--- config.mk ---
export PLATFORM = sky130hd
export DESIGN_NAME = mrd_core_seq
export DESIGN_NICKNAME = d
export VERILOG_FILES = /design/src/inc/mrd_pkg.sv /design/src/inc/mrd_dec_if.sv /design/src/hw/mrd_field_dec.sv /design/src/hw/mrd_core_seq.sv
export VERILOG_INCLUDE_DIRS = /design/src /design/src/inc
export SDC_FILE = /design/constraint.sdc
export NUM_CORES = 1
export LEC_CHECK = 0
export BUFFER_PORTS_ARGS = -buffer_cell sky130_fd_sc_hd__buf_2
export CAP_MARGIN = 20
export CORE_MARGIN = 2
export CORE_UTILIZATION = 39
export CTS_CLUSTER_DIAMETER = 30
export DETAILED_ROUTE_END_ITERATION = 6
export MAX_ROUTING_LAYER = met4
export PLACE_DENSITY = 0.55
export SYNTH_ARGS = -nofsm -noshare
export SYNTH_HDL_FRONTEND = slang
export SYNTH_SLANG_ARGS = --single-unit
--- constraint.sdc ---
create_clock -name i_clk -period 5.66 [get_ports i_clk]
set_input_delay 0.283 -clock i_clk [delete_from_list [all_inputs] [get_ports i_clk]]
set_output_delay 0.283 -clock i_clk [all_outputs]
set_load 0.03 [all_outputs]
--- src/inc/mrd_params.svh ---
`ifndef MRD_PARAMS_SVH
`define MRD_PARAMS_SVH
`define MRD_INSTR_W      14
`define MRD_DATA_W       8
`define MRD_FADDR_W      7
`define MRD_LIT8_W       8
`define MRD_LIT11_W      11
`define MRD_PHASES       4
`define MRD_DEST_BIT     7
`define MRD_BIT_LSB      7
`define MRD_CLS_MSB      13
`define MRD_TIMER_ZERO_COUNT_ADDR    7'h01
`define MRD_PORT2_ADDR   7'h06
`define MRD_NOP_WORD     14'h0000
`endif

--- src/inc/mrd_pkg.sv ---
package mrd_pkg;
   typedef enum logic [1:0] {
      MRD_CLS_BYTE = 2'b00,
      MRD_CLS_BIT  = 2'b01,
      MRD_CLS_JUMP = 2'b10,
      MRD_CLS_LIT  = 2'b11
   } mrd_cls_t;
   typedef enum logic [4:0] {
      MRD_OP_NOP = 5'h00, MRD_OP_MOVWF = 5'h01, MRD_OP_CLEAR_FILE_INSTR = 5'h02, MRD_OP_CLRW = 5'h03,
      MRD_OP_SUBWF = 5'h04, MRD_OP_DECF = 5'h05, MRD_OP_IORWF = 5'h06, MRD_OP_ANDWF = 5'h07,
      MRD_OP_XORWF = 5'h08, MRD_OP_ADDWF = 5'h09, MRD_OP_MOVF = 5'h0A, MRD_OP_COMF = 5'h0B,
      MRD_OP_INCF = 5'h0C, MRD_OP_DECFSZ = 5'h0D, MRD_OP_RRF = 5'h0E, MRD_OP_RLF = 5'h0F,
      MRD_OP_SWAPF = 5'h10, MRD_OP_INCFSZ = 5'h11, MRD_OP_BCF = 5'h12, MRD_OP_BSF = 5'h13,
      MRD_OP_BTFSC = 5'h14, MRD_OP_BTFSS = 5'h15, MRD_OP_CALL = 5'h16, MRD_OP_GOTO = 5'h17,
      MRD_OP_MOVLW = 5'h18, MRD_OP_RETLW = 5'h19, MRD_OP_IORLW = 5'h1A, MRD_OP_ANDLW = 5'h1B,
      MRD_OP_XORLW = 5'h1C, MRD_OP_SUBLW = 5'h1D, MRD_OP_ADDLW = 5'h1E, MRD_OP_CTRL = 5'h1F
   } mrd_op_t;
   typedef enum logic [1:0] {
      MRD_PH_Q1 = 2'b00,
      MRD_PH_Q2 = 2'b01,
      MRD_PH_Q3 = 2'b10,
      MRD_PH_Q4 = 2'b11
   } mrd_phase_t;
endpackage

--- src/inc/mrd_dec_if.sv ---
interface mrd_dec_if;
   import mrd_pkg::*;
   logic [13:0] word;
   mrd_cls_t    cls;
   mrd_op_t     op;
   logic [6:0]  faddr;
   logic        dest_f;
   logic [2:0]  bitsel;
   logic [10:0] lit;
   logic        uses_file;
   logic        writes_file;
   logic        writes_w;
   logic        is_skip_test;
   logic        is_branch;
   logic        is_legal;
   modport dec (input word, output cls, op, faddr, dest_f, bitsel, lit, uses_file,
                writes_file, writes_w, is_skip_test, is_branch, is_legal);
   modport use_side (output word, input cls, op, faddr, dest_f, bitsel, lit, uses_file,
                     writes_file, writes_w, is_skip_test, is_branch, is_legal);
endinterface

--- src/hw/mrd_field_dec.sv ---
`include "mrd_params.svh"
module mrd_field_dec
   import mrd_pkg::*;
(
   mrd_dec_if.dec d
);
   wire [1:0] top2   = d.word[13:12];
   wire [3:0] mid4   = d.word[11:8];
   wire [7:0] low8   = d.word[7:0];
   wire       dbit   = d.word[`MRD_DEST_BIT];
   mrd_op_t   op_c;

   // per-class sub-decode of all four classes; x positions never reach the compare
   always_comb begin
      op_c = MRD_OP_NOP;
      case (top2)
         2'b00: begin
            case (mid4)
               4'h0:    op_c = dbit ? MRD_OP_MOVWF : MRD_OP_CTRL;
               4'h1:    op_c = dbit ? MRD_OP_CLEAR_FILE_INSTR : MRD_OP_CLRW;
               4'h2:    op_c = MRD_OP_SUBWF;
               4'h3:    op_c = MRD_OP_DECF;
               4'h4:    op_c = MRD_OP_IORWF;
               4'h5:    op_c = MRD_OP_ANDWF;
               4'h6:    op_c = MRD_OP_XORWF;
               4'h7:    op_c = MRD_OP_ADDWF;
               4'h8:    op_c = MRD_OP_MOVF;
               4'h9:    op_c = MRD_OP_COMF;
               4'hA:    op_c = MRD_OP_INCF;
               4'hB:    op_c = MRD_OP_DECFSZ;
               4'hC:    op_c = MRD_OP_RRF;
               4'hD:    op_c = MRD_OP_RLF;
               4'hE:    op_c = MRD_OP_SWAPF;
               default: op_c = MRD_OP_INCFSZ;
            endcase
         end
         2'b01: begin
            case (mid4[3:2])
               2'b00:   op_c = MRD_OP_BCF;
               2'b01:   op_c = MRD_OP_BSF;
               2'b10:   op_c = MRD_OP_BTFSC;
               default: op_c = MRD_OP_BTFSS;
            endcase
         end
         2'b10:   op_c = mid4[3] ? MRD_OP_GOTO : MRD_OP_CALL;
         default: begin
            case (mid4[3:1])
               3'b000, 3'b001: op_c = MRD_OP_MOVLW;
               3'b010, 3'b011: op_c = MRD_OP_RETLW;
               3'b100:  op_c = mid4[0] ? MRD_OP_ANDLW : MRD_OP_IORLW;
               3'b101:  op_c = mid4[0] ? MRD_OP_CTRL : MRD_OP_XORLW;
               3'b110:  op_c = MRD_OP_SUBLW;
               default: op_c = MRD_OP_ADDLW;
            endcase
         end
      endcase
   end

   // control group (mid4 = 0, d = 0): nop, return, retfie, sleep, clear-watchdog
   wire ctrl_nop   = (low8[6:0] == 7'h00) || (low8 == 8'h20) || (low8 == 8'h40)
                     || (low8 == 8'h60);
   wire ctrl_ret   = (low8 == 8'h08) || (low8 == 8'h09);
   wire ctrl_known = ctrl_nop || ctrl_ret || (low8 == 8'h63) || (low8 == 8'h64);
   wire lit_hole   = (top2 == 2'b11) && (mid4 == 4'hB);

   assign d.op     = ((op_c == MRD_OP_CTRL) && ctrl_nop) ? MRD_OP_NOP : op_c;
   assign d.cls    = mrd_cls_t'(top2);
   assign d.faddr  = d.word[`MRD_FADDR_W-1:0];
   assign d.dest_f = (top2 == 2'b00) ? dbit : 1'b0;
   assign d.bitsel = d.word[`MRD_BIT_LSB+2:`MRD_BIT_LSB];
   assign d.lit    = (top2 == 2'b10) ? d.word[10:0] : {3'h0, low8};
   assign d.uses_file    = (top2 == 2'b01) ||
                           ((top2 == 2'b00) && (mid4 != 4'h0 || dbit) && d.op != MRD_OP_CLRW);
   assign d.writes_file  = (top2 == 2'b00) ? (dbit && mid4 != 4'h0 ? 1'b1 :
                            d.op == MRD_OP_MOVWF) : (top2 == 2'b01 && !mid4[3]);
   assign d.writes_w     = ((top2 == 2'b00) && !dbit && mid4 != 4'h0) ||
                           ((top2 == 2'b11) && !lit_hole);
   assign d.is_skip_test = (d.op == MRD_OP_DECFSZ) || (d.op == MRD_OP_INCFSZ) ||
                           (d.op == MRD_OP_BTFSC) || (d.op == MRD_OP_BTFSS);
   assign d.is_branch    = (top2 == 2'b10) || (d.op == MRD_OP_RETLW) ||
                           ((op_c == MRD_OP_CTRL) && ctrl_ret);
   assign d.is_legal     = !lit_hole && ((op_c != MRD_OP_CTRL) || ctrl_known);
endmodule

--- src/hw/mrd_core_seq.sv ---
`include "mrd_params.svh"
module mrd_core_seq
   import mrd_pkg::*;
#(
   parameter int PC_W = 13
) (
   // clock and reset
   input  wire logic          i_clk,
   input  wire logic          i_rst,
   // program memory
   input  wire logic [13:0]   i_instr,
   output logic [PC_W-1:0]    o_pc,
   // file register port
   input  wire logic [7:0]    i_file_rdata,
   input  wire logic [7:0]    i_port_pins,
   input  wire logic          i_psa_to_wdt,
   input  wire logic [PC_W-1:0] i_ret_addr,
   output logic [6:0]         o_file_addr,
   output logic               o_file_rd,
   output logic               o_file_wr,
   output logic [7:0]         o_file_wdata,
   output logic               o_port_read,
   output logic               o_prescale_clr,
   // status
   output logic [7:0]         o_wreg,
   output logic               o_carry,
   output logic               o_zero,
   output logic [1:0]         o_class,
   output logic               o_skip_cycle,
   output logic               o_illegal,
   output logic [1:0]         o_phase
);
   // jump targets keep at least one page bit above the eleven-bit field
   if (PC_W < 12 || PC_W > 16) begin : g_pc_w_check
      $error("mrd_core_seq: PC_W out of range");
   end

   mrd_dec_if dif ();
   mrd_field_dec u_dec (.d(dif.dec));

   logic [13:0]     ir_r;
   logic [13:0]     ir_nxt;
   mrd_phase_t      ph_r;
   logic            flush_r;
   logic            flush_nxt;
   logic [PC_W-1:0] pc_r;
   logic [PC_W-1:0] pc_nxt;
   logic [7:0]      opnd_r;
   logic [7:0]      w_r;
   logic            c_r;
   logic            z_r;

   assign dif.word = ir_r;

   // file address is operand bits 6..0; io port reads come from the pins
   wire       is_port  = (dif.faddr == `MRD_PORT2_ADDR);
   wire [7:0] rd_val   = is_port ? i_port_pins : i_file_rdata;
   wire [7:0] bmask    = 8'h01 << dif.bitsel;
   wire [7:0] k8       = dif.lit[7:0];
   wire [8:0] add_wf   = {1'b0, opnd_r} + {1'b0, w_r};
   wire [8:0] sub_wf   = {1'b0, opnd_r} + {1'b0, ~w_r} + 9'h001;
   wire [8:0] add_lw   = {1'b0, k8} + {1'b0, w_r};
   wire [8:0] sub_lw   = {1'b0, k8} + {1'b0, ~w_r} + 9'h001;
   wire       bit_val  = |(opnd_r & bmask);
   logic [7:0] res;
   logic       res_c;
   logic       upd_z;
   logic       upd_c;

   // modify step on the operand captured in Q2
   always_comb begin
      res   = opnd_r;
      res_c = c_r;
      upd_z = 1'b0;
      upd_c = 1'b0;
      case (dif.op)
         MRD_OP_MOVWF:  res = w_r;
         MRD_OP_CLEAR_FILE_INSTR, MRD_OP_CLRW: begin res = 8'h00; upd_z = 1'b1; end
         MRD_OP_SUBWF:  begin res = sub_wf[7:0]; res_c = sub_wf[8]; upd_z = 1'b1; upd_c = 1'b1; end
         MRD_OP_ADDWF:  begin res = add_wf[7:0]; res_c = add_wf[8]; upd_z = 1'b1; upd_c = 1'b1; end
         MRD_OP_DECF, MRD_OP_DECFSZ: begin res = opnd_r - 8'h01; upd_z = !dif.is_skip_test; end
         MRD_OP_INCF, MRD_OP_INCFSZ: begin res = opnd_r + 8'h01; upd_z = !dif.is_skip_test; end
         MRD_OP_IORWF:  begin res = opnd_r | w_r; upd_z = 1'b1; end
         MRD_OP_ANDWF:  begin res = opnd_r & w_r; upd_z = 1'b1; end
         MRD_OP_XORWF:  begin res = opnd_r ^ w_r; upd_z = 1'b1; end
         MRD_OP_MOVF:   upd_z = 1'b1;
         MRD_OP_COMF:   begin res = ~opnd_r; upd_z = 1'b1; end
         MRD_OP_RRF:    begin res = {c_r, opnd_r[7:1]}; res_c = opnd_r[0]; upd_c = 1'b1; end
         MRD_OP_RLF:    begin res = {opnd_r[6:0], c_r}; res_c = opnd_r[7]; upd_c = 1'b1; end
         MRD_OP_SWAPF:  res = {opnd_r[3:0], opnd_r[7:4]};
         MRD_OP_BCF:    res = opnd_r & ~bmask;
         MRD_OP_BSF:    res = opnd_r | bmask;
         MRD_OP_MOVLW, MRD_OP_RETLW: res = k8;
         MRD_OP_IORLW:  begin res = k8 | w_r; upd_z = 1'b1; end
         MRD_OP_ANDLW:  begin res = k8 & w_r; upd_z = 1'b1; end
         MRD_OP_XORLW:  begin res = k8 ^ w_r; upd_z = 1'b1; end
         MRD_OP_SUBLW:  begin res = sub_lw[7:0]; res_c = sub_lw[8]; upd_z = 1'b1; upd_c = 1'b1; end
         MRD_OP_ADDLW:  begin res = add_lw[7:0]; res_c = add_lw[8]; upd_z = 1'b1; upd_c = 1'b1; end
         default:       res = opnd_r;
      endcase
   end

   // two-cycle condition: taken skip or any program counter change
   wire skip_taken = (dif.op == MRD_OP_DECFSZ || dif.op == MRD_OP_INCFSZ) ? (res == 8'h00) :
                     (dif.op == MRD_OP_BTFSC) ? !bit_val :
                     (dif.op == MRD_OP_BTFSS) ? bit_val : 1'b0;
   wire two_cyc    = skip_taken || dif.is_branch;
   wire live       = !flush_r && dif.is_legal;
   wire at_q4      = (ph_r == MRD_PH_Q4);
   wire at_q2      = (ph_r == MRD_PH_Q2);
   wire do_read    = at_q2 && live && dif.uses_file;
   wire do_write   = at_q4 && live && dif.writes_file;
   wire do_wreg    = at_q4 && live && dif.writes_w;
   wire [PC_W-1:0] pc_inc = pc_r + {{(PC_W-1){1'b0}}, 1'b1};
   wire [PC_W-1:0] pc_jmp = {pc_r[PC_W-1:11], dif.lit};

   // next program counter and prefetched word, resolved at the end of Q4
   always_comb begin
      pc_nxt    = pc_r;
      ir_nxt    = ir_r;
      flush_nxt = flush_r;
      if (at_q4) begin
         ir_nxt    = i_instr;
         flush_nxt = live && two_cyc;
         pc_nxt    = pc_inc;
         if (live && dif.cls == MRD_CLS_JUMP) begin
            pc_nxt = pc_jmp;
         end else if (live && dif.is_branch) begin
            pc_nxt = i_ret_addr;
         end
      end
   end

   always_ff @(posedge i_clk or posedge i_rst) begin
      if (i_rst) begin
         ph_r    <= MRD_PH_Q1;
         ir_r    <= `MRD_NOP_WORD;
         flush_r <= 1'b1;
         pc_r    <= '0;
      end else begin
         ph_r    <= mrd_phase_t'(ph_r + 2'b01);
         ir_r    <= ir_nxt;
         flush_r <= flush_nxt;
         pc_r    <= pc_nxt;
      end
   end

   // operand captured even for write-only ops such as clear-file
   always_ff @(posedge i_clk or posedge i_rst) begin
      if (i_rst) begin
         opnd_r <= 8'h00;
      end else if (at_q2) begin
         opnd_r <= dif.uses_file ? rd_val : 8'h00;
      end
   end

   always_ff @(posedge i_clk or posedge i_rst) begin
      if (i_rst) begin
         w_r <= 8'h00;
         c_r <= 1'b0;
         z_r <= 1'b0;
      end else if (at_q4 && live) begin
         if (do_wreg) begin
            w_r <= res;
         end
         if (upd_c) begin
            c_r <= res_c;
         end
         if (upd_z) begin
            z_r <= (res == 8'h00);
         end
      end
   end

   // registered outputs, all launched from flip-flops
   always_ff @(posedge i_clk or posedge i_rst) begin
      if (i_rst) begin
         o_pc           <= '0;
         o_file_addr    <= 7'h00;
         o_file_rd      <= 1'b0;
         o_file_wr      <= 1'b0;
         o_file_wdata   <= 8'h00;
         o_port_read    <= 1'b0;
         o_prescale_clr <= 1'b0;
         o_wreg         <= 8'h00;
         o_carry        <= 1'b0;
         o_zero         <= 1'b0;
         o_class        <= 2'b00;
         o_skip_cycle   <= 1'b0;
         o_illegal      <= 1'b0;
         o_phase        <= 2'b00;
      end else begin
         o_pc           <= pc_r;
         o_file_addr    <= dif.faddr;
         o_file_rd      <= do_read;
         o_file_wr      <= do_write;
         o_file_wdata   <= res;
         o_port_read    <= do_read && is_port;
         o_prescale_clr <= do_write && !i_psa_to_wdt &&
                           (dif.faddr == `MRD_TIMER_ZERO_COUNT_ADDR);
         o_wreg         <= w_r;
         o_carry        <= c_r;
         o_zero         <= z_r;
         o_class        <= dif.cls;
         o_skip_cycle   <= flush_r;
         o_illegal      <= at_q4 && !flush_r && !dif.is_legal;
         o_phase        <= ph_r;
      end
   end
endmodule

==> results of run 1 <==
[Yosys cell counts (18+ instances only)]
cell type / number
nand2_1: 69
dfrtp_1: 95
inv_1: 45
nor2_1: 93
mux2i_1: 18
ha_1: 46
clkbuf_1: 38
nand3_1: 48
a21oi_1: 78
o21ai_0: 52
nor3_1: 26
o22ai_1: 27
[placed cells by master (no fill, tap or decap), types with 26 or more instances in the layout]
master | Yosys | layout
a21oi_1 | 78 | 78
buf_2 | 10 | 93
buf_4 | 1 | 41
dfrtp_1 | 95 | 95
ha_1 | 46 | 45
inv_1 | 45 | 44
nand2_1 | 69 | 69
nand3_1 | 48 | 48
nor2_1 | 93 | 93
o21ai_0 | 52 | 52
o22ai_1 | 27 | 26
[power groups by stage]
stage | Sequential (µW) | Clock (µW) | Combinational (µW)
floorplan | 1180 | 0 | 912
global placement | 1060 | 0 | 1610
detailed placement | 1050 | 0 | 1600
CTS | 1050 | 656 | 1610
global route | 1070 | 679 | 1760
finish | 1050 | 643 | 1650
[routing by layer]
metal  up-vias  track usage (%)  wire, µm  part of all wire, %
met1      3844            42.55     13590                   42
met4         0            16.66      1876                  5.8
met2       538            48.47     14200                   44
met3       148            7.020      2949                  9.0
met5         -                -         0                    0
li1       3638                -         -                    -
[through the flow]
stage | total power (µW) | hold WS [ns] | area [µm²] | utilization [%] | instances
floorplan | 2090 | 0.3537 | 7692 | - | 924
global placement | 2666 | 0.3582 | 8573 | 44.20 | 1266
detailed placement | 2653 | 0.3595 | 8573 | 44.20 | 1266
CTS | 3311 | 0.1208 | 8890 | 45.83 | 1283
global route | 3516 | 0.1551 | 8896 | 45.86 | 1283
finish | 3337 | 0.1252 | 8896 | 45.86 | 1283
[layout make-up]
cell class                      count  area share, %
Timing Repair Buffer              135          8.805
Sequential cell                    96          27.02
Tap cell                          265          3.727
Multi-Input combinational cell    725          55.04
Clock buffer                        9          2.532
Inverter                           46          1.969
Clock inverter                      7         0.9142
[tightest hold or removal path, stage by stage]
cell,delay [ns]
buf_2,0.07
nand2_1,0.04
o21ai_0,0.05
[cell families after synthesis]
kind of cell | count (synthesis) | share of synthesized area, %
AOI/OAI and AO/OA | 304 | 27.38
xor gates and xnor gates | 26 | 2.960
adders and majority gates | 51 | 8.783
buffers and inverters | 103 | 5.335
DFF | 96 | 31.25
muxes | 30 | 4.099
and+or+nand+nor | 314 | 20.20
[sequential cells by signal (all words and copies together), names as in the netlist]
| signal | cells |
|---|---|
| dif.word | 14 |
| o_pc | 13 |
| pc_r | 13 |
| o_file_wdata | 8 |
| o_wreg | 8 |
| opnd_r | 8 |
| w_r | 8 |
| o_file_addr | 7 |
| o_class | 2 |
| o_phase | 2 |
| ph_r | 2 |
| c_r | 1 |
| flush_r | 1 |
| o_carry | 1 |
| o_file_rd | 1 |
| o_file_wr | 1 |
| o_illegal | 1 |
| o_port_read | 1 |
| o_prescale_clr | 1 |
| o_skip_cycle | 1 |
| o_zero | 1 |
| z_r | 1 |
[path summary, 6_finish.rpt]
kind                              start              to  slack (ns)  cells after the start
min in group asynchronous         i_rst         pc_r[6]        0.49                      3
max in group asynchronous         i_rst  o_file_addr[3]        4.04                      4
hold / removal               i_instr[1]     dif.word[1]        0.13                      3
setup reg to reg           dif.word[12]         flush_r        0.45                     21
setup / recovery           dif.word[12]         flush_r        0.45                     21
hold reg to reg                     z_r          o_zero        0.39                      0
[what timing repair did]
action / 4_1_cts / 5_1_grt
setup endpoints to repair: 0 / 2
resized for setup: 0 / 1
hold endpoints to repair: 40 / 0
hold buffers: 1 / 0
==> results.sh, run 1 <==
export IMPL_grt_pass1_vias=7665
export IMPL_yosysUniqueCellTypes=86
export IMPL_setup_tns_ns=0
export IMPL_register_area_mm2=0.002404
export IMPL_setup_worst_path_end_class="flip-flop"
export IMPL_num_rows=51
export IMPL_ys_top_cells_by_area="dfrtp_1 (31%), ha_1 (7.5%), a21oi_1 (5.1%)"
export IMPL_switching_share_pct=48.01
export IMPL_multi_input_area_mm2=0.004896
export IMPL_drive_above_1_share_pct=18.66
export IMPL_synth_seq_cells=96
export IMPL_wl_per_cell_um=25.42
export IMPL_startpoint_type="flip-flop"
export IMPL_die_w_um=144.4
export IMPL_viasPerCell=6.366
export IMPL_syn_instance_count=924
export IMPL_pwr_share_comb_pct=49.4
export IMPL_rsz0062_at_grt="no"
export IMPL_drtPass1Iterations=6
export IMPL_coreArea_mm2=0.01940
export IMPL_hold_violations=0
export IMPL_grt_start_max_net_pins=56
export IMPL_dp_hpwl_um=24210
export IMPL_fp_dieArea_mm2=0.02086
export IMPL_p_sw_uw=1602
export IMPL_io_pins=94
export IMPL_layout_area_overhead_vs_synth_pct=15.65
export IMPL_cp_max_fo=6
export IMPL_path_delay_family="compound AO/OA/AOI/OAI gates"
export IMPL_postSynth_asyncResetShare_pct=100.0
export IMPL_diodes=0
export IMPL_grt_pass1_wl_um=48660
export IMPL_fin_ws_ns=0.4513
export IMPL_yosysSeqAreaShare_pct=31.25
export IMPL_yosys_area_top_type="dfrtp_1"
export IMPL_min_period_ns=5.209
export IMPL_clockBufferDepth=2
export IMPL_fin_worst_skew_ns=0.01049
export IMPL_totalWireLength_um=32620
export IMPL_place_congestion=1.092
export IMPL_drv_cap=0
export IMPL_cts_tree="yes"
export IMPL_grt_overflow=0
export IMPL_worstMarginPinSlew_ns=1.030
export IMPL_timing_fmax_ghz=0.1920
export IMPL_drc=0
export IMPL_clock_sinks=96
export IMPL_synth_edf_count=0
export IMPL_ant_nets=0
export IMPL_port_buffers=93
export IMPL_drv_slew=0
export IMPL_clk_pin_slew_worst_paths_ns=0.08
export IMPL_power_share_clock_pct=19.3
export IMPL_synth_top_area_share_pct=30.90
export IMPL_initial_core_util_pct=39.65
export IMPL_pwr_share_seq_pct=31.4
export IMPL_worstPathRequired_ns=5.96
export IMPL_leakage_uw=0.003773
export IMPL_crit_buf_inv=2
export IMPL_fin_nets=1110
export IMPL_die_h_um=144.4
export IMPL_numCtsBuffers=9
export IMPL_yosys_warnings=0
export IMPL_track_usage_pct=32.84
export IMPL_fillCellCount=2007
export IMPL_period_share_pct=92.03
export IMPL_synthesis_area_mm2=0.007692
export IMPL_relSlewSlack_pct=31.34
export IMPL_htree_num_levels=3
export IMPL_dr_first_iter_drc_count=1021
export IMPL_slowest_stage="a221oi_1"
export IMPL_internal_power_uw=1735
export IMPL_max_vdd_ir_drop_mv=0.2253
export IMPL_pre_cts_ws_ns=0.5178
export IMPL_worstSkewPairLatency_ns=0.37
export IMPL_cts_setup_buffers=0
export IMPL_setup_violations=0
export IMPL_ys_flop_type="dfrtp_1"
export IMPL_criticalPathCategory="flip-flop to flip-flop"
export IMPL_p_per_area_mw_per_mm2=375.1
export IMPL_clockRootBuffer="clkbuf_16"
export IMPL_vias=8168
export IMPL_critPathArrivalTime_ns=5.51
export IMPL_status="finished, final reports clean"
export IMPL_hold_class="primary input to flip-flop"
export IMPL_syn_area_per_cell_um2=8.325
export IMPL_antenna_found_initial=0
export IMPL_synth_net_count=1021
export IMPL_slowest_delay_ns=0.63
export IMPL_cp_cell_sequence="inv_1, ha_1, or2_2, a221oi_1, nor3_1, nand2_1, o22ai_2, and2_1, inv_1, ha_1, a21o_1, a21oi_1, o21ai_0, o41ai_1, xnor2_1, o21ai_0, o211ai_1, a41oi_1, nor4_2, a31oi_1, a21oi_1"
No activity file was read; power rests on OpenSTA's default activity.
==> run 2, diff against run 1 <==
- SYNTH_HIERARCHICAL: unset -> 1
==> results.sh, run 2 <==
export IMPL_use_met2_pct=40.93
export IMPL_synthesis_area_mm2=0.008108
export IMPL_status="finished, final reports clean"
export IMPL_hold_violations=0
export IMPL_reg2regPathDepth=23
export IMPL_totalWireLength_um=29020
export IMPL_yosys_warnings=6
export IMPL_grt_pass1_vias=7461
export IMPL_multi_input_area_mm2=0.005070
export IMPL_largest_reg_flops=14
export IMPL_final_core_util_pct=44.49
export IMPL_place_congestion=1.009
export IMPL_port_buffers=93
export IMPL_grt_overflow=0
export IMPL_synth_net_count=1048
export IMPL_min_period_ns=5.398
export IMPL_grt_pass1_wl_um=44190
export IMPL_cts_tree="yes"
export IMPL_finalNonFillerCells=1284
export IMPL_die_w_um=148.2
export IMPL_dr_first_iter_drc_count=576
export IMPL_hold_class="primary input to async pin"
export IMPL_setup_worst_path_end_class="flip-flop"
export IMPL_startpoint_type="flip-flop"
export IMPL_timing_fmax_ghz=0.1853
export IMPL_grt_met3_usage_pct=4.356
export IMPL_layout_area_overhead_vs_synth_pct=11.39
export IMPL_initial_core_util_pct=39.94
export IMPL_clockRootBuffer="clkbuf_16"
export IMPL_fin_worst_skew_ns=0.01521
export IMPL_diodes=0
export IMPL_num_rows=52
export IMPL_worstSkewPairLatency_ns=0.36
export IMPL_syn_area_per_cell_um2=8.526
export IMPL_cts_setup_buffers=0
export IMPL_vias=7802
export IMPL_clk_pin_slew_worst_paths_ns=0.08
export IMPL_worstMarginPinSlew_ns=1.026
export IMPL_period_share_pct=95.37
export IMPL_ant_nets=0
export IMPL_numCtsBuffers=9
export IMPL_drive_above_1_share_pct=20.12
export IMPL_htree_num_levels=3
export IMPL_p_per_area_mw_per_mm2=371.1
export IMPL_antenna_found_initial=0
export IMPL_criticalPathCategory="flip-flop to flip-flop"
export IMPL_setup_tns_ns=0
export IMPL_drv_cap=0
export IMPL_worstPathRequired_ns=5.96
export IMPL_wl_per_cell_um=22.60
export IMPL_cp_max_fo=17
export IMPL_die_h_um=148.2
export IMPL_critPathArrivalTime_ns=5.69
export IMPL_fin_nets=1106
export IMPL_grt_start_max_net_pins=54
export IMPL_fp_dieArea_mm2=0.02196
export IMPL_rsz0062_at_grt="no"
export IMPL_relSlewSlack_pct=31.09
export IMPL_dp_cells=1268
export IMPL_clock_sinks=96
export IMPL_viasPerCell=6.076
export IMPL_mostFrequentLayoutCells="dfrtp_1 (93), buf_2 (93), nor2_1 (84), a21oi_1 (83), nand2_1 (53)"
export IMPL_track_usage_pct=27.26
export IMPL_setup_violations=0
export IMPL_drv_slew=0
export IMPL_register_area_mm2=0.002406
export IMPL_clockBufferDepth=2
export IMPL_busiest_layer="met2"
export IMPL_drtPass1Iterations=5
export IMPL_drc=0
export IMPL_fillCellCount=2076
export IMPL_syn_instance_count=951
export IMPL_use_met1_pct=35.84
export IMPL_coreArea_mm2=0.02030
export IMPL_io_pins=94
export IMPL_leakage_uw=0.003863
export IMPL_dp_hpwl_um=21710
export IMPL_max_vdd_ir_drop_mv=0.2138
==> run 2: area by class of cell <==
type	count	area share (%)
multi-input cells	725	56.14
flip-flops and latches	96	26.64
clock buffers	9	2.494
well taps	270	3.741
inverters	50	2.106
repair buffers	127	7.980
clock inverters	7	0.9005
==> run 2: metal layers <==
layer / vias to the layer above / routed length [µm]
met5: - / 0
met1: 3721 / 12460
met2: 385 / 12960
met4: 0 / 1489
met3: 93 / 2104
li1: 3603 / -
==> run 2: what timing repair did <==
item                       4_1_cts  5_1_grt
hold buffers                     0        0
gates resized for setup          0        5
setup endpoints to repair        0        2
==> run 2: worst max-delay path, cell delays in order (launching register included) <==
cell and delay [ns]:
dfrtp_1 0.45, inv_1 0.11, ha_1 0.16, inv_1 0.07, a311o_1 0.31, a22o_2 0.30, nor4_4 0.36, and3_4 0.29
nor2_2 0.06, buf_4 0.22, and3b_1 0.20, nand2_1 0.07, a21o_1 0.31, ha_1 0.30, a21o_1 0.19, a21oi_1 0.17
xor2_1 0.28, o22ai_1 0.18, a221o_1 0.30, o32ai_1 0.35, inv_1 0.13, nor4_2 0.23, buf_4 0.18, a22o_1 0.12
==> run 2: per-stage QoR <==
stage,area [µm²],total power [µW],hold WS (ns),worst slack [ns]
4_1_cts,9015,3352,0.04030,0.3465
3_5_place_dp,8708,2712,0.3674,0.3724
3_3_place_gp,8708,2720,0.3772,0.5090
5_1_grt,9031,3564,0.07713,0.006490
2_1_floorplan,8108,2188,0.3540,0.7589
6_report,9031,3351,0.007337,0.2619
==> run 2: worst paths after layout <==
path	start	end	slack (ns)
worst max-delay path	dif.word[13]	z_r	0.26
worst min-delay path	i_rst	o_pc[9]	0.007
worst max register to register	dif.word[13]	z_r	0.26
worst min register to register	z_r	o_zero	0.39
max in group asynchronous	i_rst	o_wreg[0]	4.62
min in group i_clk	i_instr[3]	dif.word[3]	0.15
==> run 2: power breakdown <==
group / total [µW] / switching [µW] / internal [µW]
clock network: 621 / 306 / 315
logic: 1680 / 1060 / 617
registers: 1050 / 200 / 851
==> run 3, diff against run 2 <==
- RECOVER_POWER: unset -> 25
==> results.sh, run 3 (same netlist as run 2, synthesis figures left out) <==
export IMPL_status="complete, but fails checks"
export IMPL_violations="max-capacitance violations, max-slew violations"
export IMPL_pwr_share_comb_pct=50.1
export IMPL_slowest_delay_ns=0.45
export IMPL_io_pins=94
export IMPL_place_congestion=1.009
export IMPL_max_vdd_ir_drop_mv=0.2141
export IMPL_track_usage_pct=27.26
export IMPL_clock_sinks=96
export IMPL_clockRootBuffer="clkbuf_16"
export IMPL_final_core_util_pct=44.48
export IMPL_hold_violations=0
export IMPL_drive_above_1_share_pct=20.02
export IMPL_largest_reg_flops=14
export IMPL_diodes=0
export IMPL_min_delay_start="i_instr[3]"
export IMPL_p_sw_uw=1568
export IMPL_wl_per_cell_um=22.60
export IMPL_cp_cell_sequence="inv_1, ha_1, inv_1, a311o_1, a22o_2, nor4_4, and3_4, nor2_2, buf_4, and3b_1, nand2_1, a21o_1, ha_1, a21o_1, a21oi_1, xor2_1, o22ai_1, a221o_1, o32ai_1, inv_1, nor4_2, buf_4, a22o_1"
export IMPL_setup_tns_ns=0
export IMPL_port_buffers=93
export IMPL_rsz0062_at_grt="no"
export IMPL_numCtsBuffers=9
export IMPL_drtPass1Iterations=5
export IMPL_critPathArrivalTime_ns=5.70
export IMPL_reg2reg_from="dif.word[13]"
export IMPL_criticalPathCategory="flip-flop to flip-flop"
export IMPL_grt_pass1_vias=7461
export IMPL_dp_hpwl_um=21710
export IMPL_fp_dieArea_mm2=0.02196
export IMPL_worstMarginPinSlew_ns=2.369
export IMPL_relSlewSlack_pct=-58.77
export IMPL_drc=0
export IMPL_crit_top_cell="inv_1"
export IMPL_pwr_share_seq_pct=31.4
export IMPL_antenna_found_initial=0
export IMPL_setup_worst_path_end_class="flip-flop"
export IMPL_final_common_cell="dfrtp_1"
export IMPL_worst_hold_slack_ns=0.1494
export IMPL_leakage_uw=0.003855
export IMPL_crit_buf_inv=5
export IMPL_startpoint_type="flip-flop"
export IMPL_mostFrequentLayoutCells="dfrtp_1 (93), buf_2 (92), nor2_1 (84), a21oi_1 (83), nand2_1 (53)"
export IMPL_period_share_pct=95.38
export IMPL_drv_slew=54
export IMPL_grt_start_max_net_pins=54
export IMPL_grt_overflow=0
export IMPL_switching_share_pct=46.80
export IMPL_clk_pin_slew_worst_paths_ns=0.08
export IMPL_fin_worst_skew_ns=0.01521
export IMPL_cts_setup_buffers=0
export IMPL_num_rows=52
export IMPL_fin_nets=1106
export IMPL_internal_power_uw=1783
export IMPL_htree_num_levels=3
export IMPL_vias=7802
export IMPL_worstSkewPairLatency_ns=0.36
export IMPL_grt_pass1_wl_um=44190
export IMPL_path_delay_family="compound AO/OA/AOI/OAI gates"
export IMPL_timing_fmax_ghz=0.1852
export IMPL_power_share_clock_pct=18.5
export IMPL_cts_tree="yes"
export IMPL_totalWireLength_um=29010
export IMPL_worstPathRequired_ns=5.96
export IMPL_cp_startpoint="dif.word[13]"
export IMPL_viasPerCell=6.076
export IMPL_setup_violations=0
export IMPL_drv_cap=1
export IMPL_dr_first_iter_drc_count=575
export IMPL_die_w_um=148.2
export IMPL_initial_core_util_pct=39.94
export IMPL_cp_max_fo=17
export IMPL_coreArea_mm2=0.02030
export IMPL_layout_area_overhead_vs_synth_pct=11.36
export IMPL_die_h_um=148.2
export IMPL_min_period_ns=5.398
export IMPL_p_total_uw=3351
export IMPL_slowest_stage="dfrtp_1"
export IMPL_p_per_area_mw_per_mm2=371.1
export IMPL_ant_nets=0
export IMPL_hold_class="primary input to flip-flop"
export IMPL_clockBufferDepth=2
run 3: cell types whose count changed in the layout (fill, tap and decap cells not counted):
cell and delta:
inv_4 -1, clkinvlp_2 +1, buf_2 -1, clkbuf_1 +1
run 3: power groups by stage:
stage          Sequential [µW]  Clock (µW)  Combinational [µW]
3_3_place_gp              1060           0                1660
4_1_cts                   1050         642                1660
6_report                  1050         621                1680
5_1_grt                   1070         671                1820
3_5_place_dp              1060           0                1650
2_1_floorplan             1180           0                1010
run 3: final cells by class:
type,count,area (µm²)
fillers,2076,11270
multi-input cells,725,5070
flip-flops and latches,96,2406
repair buffers,127,719.4
well taps,270,337.8
clock buffers,9,225.2
inverters,50,188.9
clock inverters,7,81.33
run 3: what timing repair did:
action,CTS,global route
endpoints found under the setup margin,0,2
hold buffers,0,0
hold endpoints to repair,0,0
resized for setup,0,5
run 3: final timing paths:
kind	endpoint	slack [ns]	cells after the start
min in group asynchronous	o_pc[9]	0.52	2
worst min-delay path	dif.word[3]	0.15	2
max in group asynchronous	o_wreg[0]	3.71	3
worst max-delay path	z_r	0.26	23
worst max register to register	z_r	0.26	23
worst min register to register	o_zero	0.39	0
run 3: layer usage:
metal	vias to the layer above	wire, µm	global-route usage [%]
li1	3603	-	-
met5	-	0	-
met4	0	1489	13.57
met2	388	12960	40.93
met3	93	2116	4.356
met1	3718	12450	35.84
run 3: through the flow:
step / area [µm²] / setup WS, ns / instances
after CTS: 9015 / 0.3465 / 1284
after global placement: 8708 / 0.5090 / 1268
final: 9029 / 0.2617 / 1284
after global routing: 9029 / 0.006490 / 1284
after floorplan: 8108 / 0.7589 / 951
after detailed placement: 8708 / 0.3724 / 1268
run 3: worst reg2reg max path: cells and delay by family (launching register included):
family                     cells  cell delay [ns]
and+or+nand+nor                6             1.21
DFF                            1             0.45
AOI/OAI and AO/OA              9             2.23
xor gates and xnor gates       1             0.28
buffers and inverters          5             0.71
adders and majority gates      2             0.46
